<file path="src/cfg_latch_pkg.sv">
// constants, field layout and carrier types for the upper configuration latch
// assumes one 20 MHz clock domain and an AXI4-Lite register bus
package cfg_latch_pkg;

  localparam int PAD_W = 29;
  localparam int SYNC_W = PAD_W + 2;

  // pad bit positions of each latched field
  localparam int EXT_DIV_LSB = 15;
  localparam int GFX_DIV_LSB = 18;
  localparam int SMEM_DIV_LSB = 20;
  localparam int B1_ASYNC_BIT = 22;
  localparam int B2_ASYNC_BIT = 23;
  localparam int ONCHIP_ASYNC_BIT = 24;
  localparam int PASSTHRU_BIT = 25;
  localparam int B1_BURST_BIT = 26;
  localparam int B2_BURST_BIT = 27;
  localparam int ONCHIP_BURST_BIT = 28;
  localparam int EXT_DIV_W = 3;
  localparam int GFX_DIV_W = 2;
  localparam int SMEM_DIV_W = 2;

  typedef struct packed {
    logic onchip_bridge_burst_override;
    logic bridge2_burst_override;
    logic bridge1_burst_override;
    logic bridge_passthrough_force;
    logic onchip_bridge_async_force;
    logic bridge2_async_force;
    logic bridge1_async_force;
    logic [SMEM_DIV_W-1:0] static_mem_clk_div_sel;
    logic [GFX_DIV_W-1:0] gfx_clk_div_sel;
    logic [EXT_DIV_W-1:0] ext_bus_clk_div_sel;
  } cfg_t;

  localparam int CFG_W = $bits(cfg_t);

  // code n divides by n+1
  localparam logic [EXT_DIV_W-1:0] EXT_DIV_RST = 3'h1;
  localparam logic [GFX_DIV_W-1:0] GFX_DIV_RST = 2'h1;
  localparam logic [SMEM_DIV_W-1:0] SMEM_DIV_RST = 2'h1;
  localparam cfg_t CFG_RESET = '{
    onchip_bridge_burst_override: 1'h0,
    bridge2_burst_override: 1'h0,
    bridge1_burst_override: 1'h0,
    bridge_passthrough_force: 1'h0,
    onchip_bridge_async_force: 1'h0,
    bridge2_async_force: 1'h0,
    bridge1_async_force: 1'h0,
    static_mem_clk_div_sel: SMEM_DIV_RST,
    gfx_clk_div_sel: GFX_DIV_RST,
    ext_bus_clk_div_sel: EXT_DIV_RST
  };

  typedef enum logic [1:0] {
    ST_RESET = 2'b00,
    ST_CLEARED = 2'b01,
    ST_LOADED = 2'b10
  } cfg_state_t;

  // register map, byte addresses
  localparam int ADDR_W = 4;
  localparam logic [ADDR_W-1:0] REG_CONFIG = 4'h0;
  localparam logic [ADDR_W-1:0] REG_CTRL = 4'h4;
  localparam logic [ADDR_W-1:0] REG_PADS = 4'h8;
  localparam logic [ADDR_W-1:0] REG_STATUS = 4'hC;

  localparam int CTRL_PAD_EN_BIT = 0;
  localparam int CTRL_SW_SAMPLE_BIT = 1;
  localparam logic CTRL_PAD_EN_RST = 1'h1;
  localparam int STAT_STATE_LSB = 0;
  localparam int STAT_COUNT_LSB = 8;
  localparam int COUNT_W = 8;

  localparam logic [1:0] RESP_OKAY = 2'h0;
  localparam logic [1:0] RESP_SLVERR = 2'h2;

endpackage

</file>
<file path="src/cfg_latch_upper.sv">
// power-on configuration latch, upper field group, with AXI4-Lite access
// assumes pads are asynchronous and stay stable around the sampling edge
//
// The register addresses and the AXI4-Lite register port were chosen for this implementation.
module cfg_latch_upper
  import cfg_latch_pkg::*;
(
  input wire logic REF_CLK,
  input wire logic RST_N,
  input wire logic [PAD_W-1:0] CONFIG_SOURCE_DATA_PORT,
  input wire logic CONFIG_SAMPLE_STROBE,
  input wire logic CONFIG_CLEAR_N,
  output cfg_t CFG,
  input wire logic S_AXI_AWVALID,
  output logic S_AXI_AWREADY,
  input wire logic [ADDR_W-1:0] S_AXI_AWADDR,
  input wire logic [2:0] S_AXI_AWPROT,
  input wire logic S_AXI_WVALID,
  output logic S_AXI_WREADY,
  input wire logic [31:0] S_AXI_WDATA,
  input wire logic [3:0] S_AXI_WSTRB,
  output logic S_AXI_BVALID,
  input wire logic S_AXI_BREADY,
  output logic [1:0] S_AXI_BRESP,
  input wire logic S_AXI_ARVALID,
  output logic S_AXI_ARREADY,
  input wire logic [ADDR_W-1:0] S_AXI_ARADDR,
  input wire logic [2:0] S_AXI_ARPROT,
  output logic S_AXI_RVALID,
  input wire logic S_AXI_RREADY,
  output logic [31:0] S_AXI_RDATA,
  output logic [1:0] S_AXI_RRESP
);

  logic [SYNC_W-1:0] sync_in;
  logic [SYNC_W-1:0] sync_out;
  logic [PAD_W-1:0] pads;
  logic strobe_s;
  logic clear_n_s;
  logic strobe_prev;
  logic strobe_rise;
  logic pad_en;
  logic sw_sample;
  logic load;
  cfg_t cfg;
  cfg_t next_cfg;
  cfg_state_t state;
  cfg_state_t next_state;
  logic [COUNT_W-1:0] load_count;

  // pads, strobe and clear all cross through one synchroniser stage pair
  // clear travels inverted: the zero reset of the flops must not fake a clear after reset
  assign sync_in = {~CONFIG_CLEAR_N, CONFIG_SAMPLE_STROBE, CONFIG_SOURCE_DATA_PORT};

  cfg_sync2 #(
    .WIDTH(SYNC_W)
  ) u_sync (
    .clk(REF_CLK),
    .rst_n(RST_N),
    .rst_val('0),
    .async_in(sync_in),
    .sync_out(sync_out)
  );

  assign pads = sync_out[PAD_W-1:0];
  assign strobe_s = sync_out[PAD_W];
  assign clear_n_s = !sync_out[PAD_W+1];

  always_ff @(posedge REF_CLK or negedge RST_N) begin
    if (!RST_N) begin
      strobe_prev <= 1'h0;
    end else begin
      strobe_prev <= strobe_s;
    end
  end

  // pads went through the same two flops, so they line up with the edge
  assign strobe_rise = strobe_s && !strobe_prev;
  assign load = clear_n_s && ((strobe_rise && pad_en) || sw_sample);

  always_comb begin
    next_cfg = cfg;
    if (!clear_n_s) begin
      next_cfg = CFG_RESET;
    end else if (load) begin
      next_cfg.ext_bus_clk_div_sel = pads[EXT_DIV_LSB +: EXT_DIV_W];
      next_cfg.gfx_clk_div_sel = pads[GFX_DIV_LSB +: GFX_DIV_W];
      next_cfg.static_mem_clk_div_sel = pads[SMEM_DIV_LSB +: SMEM_DIV_W];
      next_cfg.bridge1_async_force = pads[B1_ASYNC_BIT];
      next_cfg.bridge2_async_force = pads[B2_ASYNC_BIT];
      next_cfg.onchip_bridge_async_force = pads[ONCHIP_ASYNC_BIT];
      next_cfg.bridge_passthrough_force = pads[PASSTHRU_BIT];
      next_cfg.bridge1_burst_override = pads[B1_BURST_BIT];
      next_cfg.bridge2_burst_override = pads[B2_BURST_BIT];
      next_cfg.onchip_bridge_burst_override = pads[ONCHIP_BURST_BIT];
    end
  end

  // holds otherwise: the pads double as a bus later and must not leak in
  always_ff @(posedge REF_CLK or negedge RST_N) begin
    if (!RST_N) begin
      cfg <= CFG_RESET;
    end else begin
      cfg <= next_cfg;
    end
  end

  assign CFG = cfg;

  always_comb begin
    next_state = state;
    case (state)
      ST_RESET: begin
        if (!clear_n_s) begin
          next_state = ST_CLEARED;
        end else if (load) begin
          next_state = ST_LOADED;
        end
      end
      ST_CLEARED: begin
        if (load) begin
          next_state = ST_LOADED;
        end
      end
      ST_LOADED: begin
        if (!clear_n_s) begin
          next_state = ST_CLEARED;
        end
      end
      default: begin
        next_state = ST_RESET;
      end
    endcase
  end

  always_ff @(posedge REF_CLK or negedge RST_N) begin
    if (!RST_N) begin
      state <= ST_RESET;
    end else begin
      state <= next_state;
    end
  end

  // wraps; software reads it only to see that a capture happened
  always_ff @(posedge REF_CLK or negedge RST_N) begin
    if (!RST_N) begin
      load_count <= '0;
    end else if (!clear_n_s) begin
      load_count <= '0;
    end else if (load) begin
      load_count <= load_count + 1'b1;
    end
  end

  // ---- AXI4-Lite write path ----
  logic aw_held;
  logic w_held;
  logic [ADDR_W-1:0] aw_addr;
  logic [31:0] w_data;
  logic [3:0] w_strb;
  logic do_write;
  logic wr_hit;

  assign S_AXI_AWREADY = !aw_held && !S_AXI_BVALID;
  assign S_AXI_WREADY = !w_held && !S_AXI_BVALID;
  assign do_write = aw_held && w_held && !S_AXI_BVALID;
  assign wr_hit = (aw_addr == REG_CTRL);

  always_ff @(posedge REF_CLK or negedge RST_N) begin
    if (!RST_N) begin
      aw_held <= 1'h0;
      aw_addr <= '0;
    end else if (S_AXI_AWVALID && S_AXI_AWREADY) begin
      aw_held <= 1'h1;
      aw_addr <= S_AXI_AWADDR;
    end else if (do_write) begin
      aw_held <= 1'h0;
    end
  end

  always_ff @(posedge REF_CLK or negedge RST_N) begin
    if (!RST_N) begin
      w_held <= 1'h0;
      w_data <= '0;
      w_strb <= '0;
    end else if (S_AXI_WVALID && S_AXI_WREADY) begin
      w_held <= 1'h1;
      w_data <= S_AXI_WDATA;
      w_strb <= S_AXI_WSTRB;
    end else if (do_write) begin
      w_held <= 1'h0;
    end
  end

  always_ff @(posedge REF_CLK or negedge RST_N) begin
    if (!RST_N) begin
      S_AXI_BVALID <= 1'h0;
      S_AXI_BRESP <= RESP_OKAY;
    end else if (do_write) begin
      S_AXI_BVALID <= 1'h1;
      S_AXI_BRESP <= wr_hit ? RESP_OKAY : RESP_SLVERR;
    end else if (S_AXI_BREADY) begin
      S_AXI_BVALID <= 1'h0;
    end
  end

  // writes to any register other than the control register change nothing and answer SLVERR
  always_ff @(posedge REF_CLK or negedge RST_N) begin
    if (!RST_N) begin
      pad_en <= CTRL_PAD_EN_RST;
    end else if (do_write && wr_hit && w_strb[0]) begin
      pad_en <= w_data[CTRL_PAD_EN_BIT];
    end
  end

  // write-one pulse: a software capture without toggling the strobe pin
  always_ff @(posedge REF_CLK or negedge RST_N) begin
    if (!RST_N) begin
      sw_sample <= 1'h0;
    end else begin
      sw_sample <= do_write && wr_hit && w_strb[0] && w_data[CTRL_SW_SAMPLE_BIT];
    end
  end

  // ---- AXI4-Lite read path ----
  logic [31:0] rd_word;
  logic rd_ok;

  assign S_AXI_ARREADY = !S_AXI_RVALID;

  always_comb begin
    rd_word = '0;
    rd_ok = 1'h1;
    if (S_AXI_ARADDR == REG_CONFIG) begin
      rd_word[CFG_W-1:0] = cfg;
    end else if (S_AXI_ARADDR == REG_CTRL) begin
      rd_word[CTRL_PAD_EN_BIT] = pad_en;
    end else if (S_AXI_ARADDR == REG_PADS) begin
      rd_word[PAD_W-1:0] = pads;
    end else if (S_AXI_ARADDR == REG_STATUS) begin
      rd_word[STAT_STATE_LSB +: $bits(cfg_state_t)] = state;
      rd_word[STAT_COUNT_LSB +: COUNT_W] = load_count;
    end else begin
      rd_ok = 1'h0;
    end
  end

  always_ff @(posedge REF_CLK or negedge RST_N) begin
    if (!RST_N) begin
      S_AXI_RVALID <= 1'h0;
      S_AXI_RDATA <= '0;
      S_AXI_RRESP <= RESP_OKAY;
    end else if (S_AXI_ARVALID && S_AXI_ARREADY) begin
      S_AXI_RVALID <= 1'h1;
      S_AXI_RDATA <= rd_word;
      S_AXI_RRESP <= rd_ok ? RESP_OKAY : RESP_SLVERR;
    end else if (S_AXI_RREADY) begin
      S_AXI_RVALID <= 1'h0;
    end
  end

  logic unused_prot;
  assign unused_prot = ^{S_AXI_AWPROT, S_AXI_ARPROT, w_strb[3:1]};

endmodule // cfg_latch_upper

</file>
<file path="src/cfg_sync2.sv">
// two-flop synchroniser for a vector of slow pad levels
// assumes each bit is static around the instant it is used
module cfg_sync2
  import cfg_latch_pkg::*;
#(
  parameter int WIDTH = 1
) (
  input wire logic clk,
  input wire logic rst_n,
  input wire logic [WIDTH-1:0] rst_val,
  input wire logic [WIDTH-1:0] async_in,
  output logic [WIDTH-1:0] sync_out
);

  logic [WIDTH-1:0] meta;

  // reset loads zero into both stages; the rst_val tie-off at the instance is unused
  always_ff @(posedge clk or negedge rst_n) begin
    if (!rst_n) begin
      meta <= '0;
    end else begin
      meta <= async_in;
    end
  end

  always_ff @(posedge clk or negedge rst_n) begin
    if (!rst_n) begin
      sync_out <= '0;
    end else begin
      sync_out <= meta;
    end
  end

  logic unused_rst_val;
  assign unused_rst_val = ^rst_val;

endmodule // cfg_sync2

</file>
<file path="config.mk">
export PLATFORM = sky130hd
export DESIGN_NAME = cfg_latch_upper
export DESIGN_NICKNAME = d
export VERILOG_FILES = /design/src/cfg_latch_pkg.sv /design/src/cfg_latch_upper.sv /design/src/cfg_sync2.sv
export SDC_FILE = /design/constraint.sdc
export NUM_CORES = 1
export LEC_CHECK = 0
export BUFFER_PORTS_ARGS = -buffer_cell sky130_fd_sc_hd__buf_2
export CAP_MARGIN = 40
export CORE_AREA = 2 2 99 101
export CTS_CLUSTER_DIAMETER = 120
export DETAILED_ROUTE_END_ITERATION = 8
export DIE_AREA = 0 0 101 103
export GPL_TIMING_DRIVEN = 0
export HOLD_SLACK_MARGIN = 0.03
export PLACE_DENSITY = 0.82
export SYNTH_ARGS = -nofsm -noshare
export SYNTH_HDL_FRONTEND = slang
export SYNTH_HIERARCHICAL = 1
export SYNTH_SLANG_ARGS = --single-unit
</file>
<file path="constraint.sdc">
create_clock -name REF_CLK -period 1.95 [get_ports REF_CLK]
set_input_delay 0.2925 -clock REF_CLK [delete_from_list [all_inputs] [get_ports REF_CLK]]
set_output_delay 0.2925 -clock REF_CLK [all_outputs]
set_load 0.05 [all_outputs]
</file>
==> results of run 1 <==
kinds of logic after synthesis:
group | after synthesis | synth area share (%)
other cells | 1 | 0.0805
buf+inv | 31 | 3.22
mux | 31 | 7.03
simple gates | 70 | 8.11
compound gates | 75 | 10.8
flops | 131 | 70.4
fa+ha+maj | 1 | 0.268
power breakdown:
group	internal (mW)	switching, mW	total (mW)	leakage (nW)
registers	2.99	0.192	3.19	1.63
clock network	1.97	1.20	3.16	0.289
logic	0.395	0.767	1.16	1.14
layout make-up:
class | instances | area share, %
well taps | 114 | 2.25
inverters | 7 | 0.414
clock inverters | 13 | 2.76
plain buffers | 23 | 1.93
flip-flops and latches | 131 | 51.7
repair buffers | 139 | 14.7
multi-input cells | 182 | 19.6
clock buffers | 18 | 6.58
final timing paths:
check                           slack (ps)                       endpoint                 startpoint  depth (start not counted)
worst max-delay path                   110    S_AXI_RDATA[24]$_DFFE_PN0P_   S_AXI_RVALID$_DFFE_PN0P_                          4
worst min-delay path                    70             w_held$_DFFE_PN0P_               S_AXI_WVALID                          3
worst max register to register         110    S_AXI_RDATA[24]$_DFFE_PN0P_   S_AXI_RVALID$_DFFE_PN0P_                          4
worst min register to register         350  u_sync/sync_out[20]$_DFF_PN0_  u_sync/meta[20]$_DFF_PN0_                          0
max in group asynchronous              940  u_sync/sync_out[16]$_DFF_PN0_                      RST_N                          3
min in group asynchronous              300     S_AXI_RDATA[7]$_DFFE_PN0P_                      RST_N                          2
per-stage QoR:
step                TNS (ps)  utilization (%)
floorplan                  0                -
global placement     -117870             56.1
detailed placement         0             56.4
CTS                        0             67.2
global route               0             67.1
finish                     0             67.1
worst max-delay path, stage by stage (launching register included):
cell,delay (ps)
dfrtp_1,400
or4b_4,590
nor3_2,350
buf_4,270
a22o_1,170
registers in the layout, indices dropped and copies added, names as in the netlist, 2 cells and up:
signal           count
u_sync/sync_out     31
w_data               2
load_count           8
CFG                 14
u_sync/meta         31
aw_addr              4
state                2
S_AXI_RDATA         29
what timing repair did:
| item | 4_1_cts | 5_1_grt |
|---|---|---|
| hold buffers | 42 | 0 |
| hold endpoints to repair | 92 | 0 |
| setup endpoints to repair | 1 | 1 |
| gates resized for setup | 1 | 1 |
| gates cloned | 0 | 0 |
metal layers:
metal	GRT usage, %	part of all wire, %
met1	28.8	40
met2	38.4	51
met3	7.93	7.1
met4	11.9	2.8
met5	0	0
cells in the mapped netlist (3+ instances only):
cell type  number
a211o_1         3
a211oi_1        4
a21boi_0        5
a21oi_1        15
a221o_1         7
a22o_1         13
buf_2           3
buf_4           6
clkbuf_1       12
dfrtp_1       127
dfstp_2         4
inv_1           6
mux2_2         14
mux2i_1        17
nand2_1        11
nand3_1        14
nor2_1         12
nor2b_1         6
nor3_1         10
o21ai_0        16
o21ai_1         8
==> results by group, run 1 <==
Status
  • Status: finished, final reports clean

Clocking
  • CTS tree: done
  • Num CTS Buffers: 17
  • Clk root buf: clkbuf_8
  • Post-CTS Setup Inserts: 0
  • CTS sink cnt: 131
  • CTS clk-pin slew, worst paths: about 60 ps
  • Clk_lat worst skew: 520 ps
  • Clock buffer depth: 2
  • H-tree depth: 4

Floorplan
  • Die W: 101 um
  • Starting Density: around half
  • Row cnt: 36
  • Die Footprint: around 10,000 sq um
  • Core Box Area: 9460 sq um
  • I/O pin cnt: between 100 and 150
  • Die H: 103 um

Worst hold path
  • Hold Crit Class: primary input to flop

Cells and area
  • Most frequent cells in the layout: dfrtp_1 (127), buf_2 (98), dlygate4sd3_1 (42)
  • Commonest non-fill, non-tap cell in the layout: dfrtp_1
  • Layout cell share with drive strength beyond 1: 31.8%
  • Final Cell Area: 6350 sq um
  • FILL cells: 647
  • FF/Latch Area: 3280 sq um
  • Ant. Diodes: 0
  • Final #Nets: 590
  • Area of the multi-input gates: 1250 sq um
  • Non-Filler Instances: ~630
  • P&R area growth vs syn: 36.2%

Placement
  • Placed Instances: 555
  • Area after DPL: 5340 sq um
  • Detailed Place HPWL: 7.00 mm
  • Placer Congestion: 0.867
  • Port Buffer Count: 96
  • Pre-CTS setup slack: around 140 ps

Synthesis
  • Synth unique cells: 41
  • Largest area contributor in the netlist: dfrtp_1
  • Top post-synthesis cells by area: dfrtp_1 (68%), mux2i_1 (3.7%), mux2_2 (3.4%)
  • Syn Inst Count: 340
  • Synth async-reset ratio: 100%
  • Netlist Area Pre-Place: 4660 sq um
  • Syn avg cell area: 13.7 sq um
  • Most used DFF post-synth: dfrtp_1
  • Sequential cell area fraction in the yosys report: a little over two thirds
  • Post-synth EDFFs: 0
  • Synth top area share: 68.2%
  • Seq cells post-synth: 131
  • Yosys warning count: 6

Timing
  • Worst Tran Pin Value: around 570 ps
  • Final setup fails: 0
  • Setup repair after global routing missed its margin: false
  • Skew final: just over 10 ps
  • Final Hold Fails: 0
  • Tmin final: approximately 1800 ps
  • Max transition margin: 61.9%
  • Max frequency: ~540 MHz
  • Crit share post-route: between 90% and 100%
  • Worst Slack Setup Final: around 110 ps
  • Pins Over Slew Limit: 0
  • Hold Slack: between 60 and 70 ps

Worst setup path
  • Largest fanout on the critical path: 10
  • CP arrival: around 2300 ps
  • Type of origin of the critical path: flop
  • Critical Path End Type: flop
  • Critical path type: flop to flop
  • Crit path required time: 2400 ps

Power and ir drop
  • Pleak: 3.06 nW
  • Worst VDD drop: 0.995 mV
  • Power per cell area: 1180 nW/um^2
  • Final Total Pwr: 7.51 mW

Global route
  • Pin count of the biggest net entering global routing: 77
  • Total gr overflow: 0
  • Initial antenna violation count: 0
  • Vias in the first global route: 3,554
  • Gr usage total: 23.7%
  • First-pass GRT wire length: between 15 and 20 mm

Routing
  • Vias per cell: roughly 5.4
  • Wire length per cell: about 18 um
  • Final wirelength: 11.3 mm
  • Routed Antenna Nets: 0
  • Via Count: about 3,400
  • Initial DRC count: 275
  • Post-route DRC: 0
  • 1st-pass router iterations: 5

Run
  • Max cap viols: 0
Power figures use the tool's default switching activity.
==> inputs of run 2 (changes only) <==
--- a/constraint.sdc
+++ b/constraint.sdc
@@ -3,2 +3,2 @@
 set_output_delay 0.2925 -clock REF_CLK [all_outputs]
-set_load 0.05 [all_outputs]
+set_load 0.01 [all_outputs]
==> run 2 against run 1 <==
Against the previous run: global-route usage fell by 1.4 points; first-iteration DRC count fell by 10%; cell count rose by 0.16%; largest power group is now the clock network; critical endpoint unchanged; combinational power fell by 30%.
==> results by group, run 2 (synthesized netlist as in run 1, its figures left out) <==
Status
  • Status: finished, final reports clean

Timing
  • Max frequency: between 500 and 600 MHz
  • Pins Over Slew Limit: 0
  • Final Hold Fails: 0
  • Tmin final: ~1800 ps
  • Setup repair after global routing missed its margin: false
  • Final setup fails: 0
  • Max transition margin: 60.8%
  • Crit share post-route: between 90 and 100%
  • Hold Slack: 36.8 ps
  • Worst Slack Setup Final: 158 ps
  • Skew final: 9.95 ps
  • Setup TNS: 0 ps
  • Worst Tran Pin Value: 588 ps

Cells and area
  • Regs by FF count: u_sync/meta (31), u_sync/sync_out (31), S_AXI_RDATA (29)
  • Commonest non-fill, non-tap cell in the layout: dfrtp_1
  • FILL cells: approximately 630
  • Ant. Diodes: 0
  • Most frequent cells in the layout: dfrtp_1 (127), buf_2 (98), dlygate4sd3_1 (42)
  • Layout cell share with drive strength beyond 1: 31.3%
  • Final #Nets: 591
  • Final Core Density: 67.2%
  • P&R area growth vs syn: 36.3%

Placement
  • Placer Congestion: between 0.8 and 0.9
  • Pre-CTS setup slack: 159 ps
  • Detailed Place HPWL: 6.90 mm
  • Port Buffer Count: 96

Global route
  • Gr usage total: 22.3%
  • First-pass GRT wire length: 17.3 mm
  • Initial antenna violation count: 0
  • Pin count of the biggest net entering global routing: 90
  • Total gr overflow: 0
  • Vias in the first global route: about 3,400

Power and ir drop
  • Final Total Pwr: about 7.2 mW
  • Pleak: 3.06 nW
  • Power per cell area: 1130 nW/um^2
  • Worst VDD drop: around 0.67 mV

Worst setup path
  • CP arrival: 2250 ps
  • Crit path required time: 2400 ps
  • Slowest CP cell: or4b_4
  • Crit path cell chain: or4b_4, nor3_2, buf_4, a22o_1
  • Critical R2R Capture: S_AXI_RDATA[24]$_DFFE_PN0P_
  • Critical path type: flop to flop
  • Largest fanout on the critical path: 10
  • Reg-to-Reg Start: S_AXI_RVALID$_DFFE_PN0P_
  • Type of origin of the critical path: flop
  • Worst path max stage delay: 580 ps
  • Critical Path End Type: flop
  • Cell count of the worst reg-to-reg path: 4
  • Reg2reg setup slack: 160 ps

Clocking
  • Clk_lat worst skew: 520 ps
  • H-tree depth: 4
  • Post-CTS Setup Inserts: 0
  • Clk root buf: clkbuf_8
  • CTS clk-pin slew, worst paths: 60 ps
  • Clock buffer depth: 2
  • CTS sink cnt: approximately 130
  • CTS tree: done
  • Num CTS Buffers: 17

Floorplan
  • Starting Density: 49.3%
  • Die W: around 100 um
  • Core Box Area: 9460 sq um
  • Die H: 103 um
  • I/O pin cnt: between 100 and 150
  • Die Footprint: 10,400 sq um
  • Row cnt: 36

Worst hold path
  • Min-Delay Endpoint: aw_held$_DFFE_PN0P_
  • Worst hold start: S_AXI_AWVALID
  • Hold Path Depth: 3
  • Hold Crit Class: primary input to flop

Routing
  • Initial DRC count: 247
  • Wire length per cell: 17.2 um
  • Via Count: about 3,300
  • 1st-pass router iterations: 4
  • Vias per cell: 5.31
  • Post-route DRC: 0
  • Final wirelength: ~11 mm
  • Routed Antenna Nets: 0

Run
  • Max cap viols: 0
==> run 2: cell types whose count changed in the layout (fill, tap and decap cells not counted), sizes merged <==
cell,previous run,this run
buf,108,109
clkinvlp,1,2
inv,11,10
==> run 2: where the power goes <==
group | switching (mW) | total (mW) | internal, mW
logic | 0.421 | 0.811 | 0.390
clock network | 1.18 | 3.18 | 1.99
registers | 0.179 | 3.17 | 2.99
==> run 2: layout make-up <==
class | count | area [sq um] | share of cell area, %
flip-flops and latches | 131 | 3280 | 51.7
multi-input cells | 182 | 1240 | 19.6
repair buffers | 139 | 935 | 14.7
clock buffers | 18 | 428 | 6.73
clock inverters | 13 | 171 | 2.70
well taps | 114 | 143 | 2.24
plain buffers | 24 | 125 | 1.97
inverters | 7 | 26.3 | 0.414
==> run 2: metrics by stage <==
stage                     instance area (sq um)  instances
after detailed placement                   5330        555
after global routing                       6350        628
after CTS                                  6350        628
after floorplan                            4680        344
after global placement                     5300        554
final                                      6350        628
==> run 2: worst max-delay path: cells and delay by family (launching register included) <==
kind / cells / cell delay, ps
and+or+nand+nor: 2 / 910
DFF: 1 / 400
buffers and inverters: 1 / 260
AOI/OAI and AO/OA: 1 / 160
==> run 2: routing by layer <==
layer | GRT usage [%] | routed length [um]
met2 | 36.1 | 5390
met4 | 8.73 | 176
met5 | 0 | 0
met1 | 28.4 | 4470
met3 | 7.05 | 779
==> run 2: what timing repair did <==
item | CTS | global route
hold endpoints to repair | 83 | 0
hold buffers | 42 | 0
endpoints found under the setup margin | 0 | 10
resized for setup | 0 | 2
==> run 2: how the worst max path moves through the flow <==
| stage | endpoint | slack (ps) | start |
|---|---|---|---|
| global placement | w_held$_DFFE_PN0P_ | -930 | RST_N |
| global route | CFG[9]$_DFFE_PN0P_ | 70 | pad_en$_DFFE_PN1N_ |
| finish | S_AXI_RDATA[24]$_DFFE_PN0P_ | 160 | S_AXI_RVALID$_DFFE_PN0P_ |
| CTS | CFG[13]$_DFFE_PN0P_ | 70 | pad_en$_DFFE_PN1N_ |
| detailed placement | CFG[13]$_DFFE_PN0P_ | 160 | pad_en$_DFFE_PN1N_ |
| floorplan | S_AXI_RDATA[2]$_DFFE_PN0P_ | 390 | S_AXI_RVALID$_DFFE_PN0P_ |
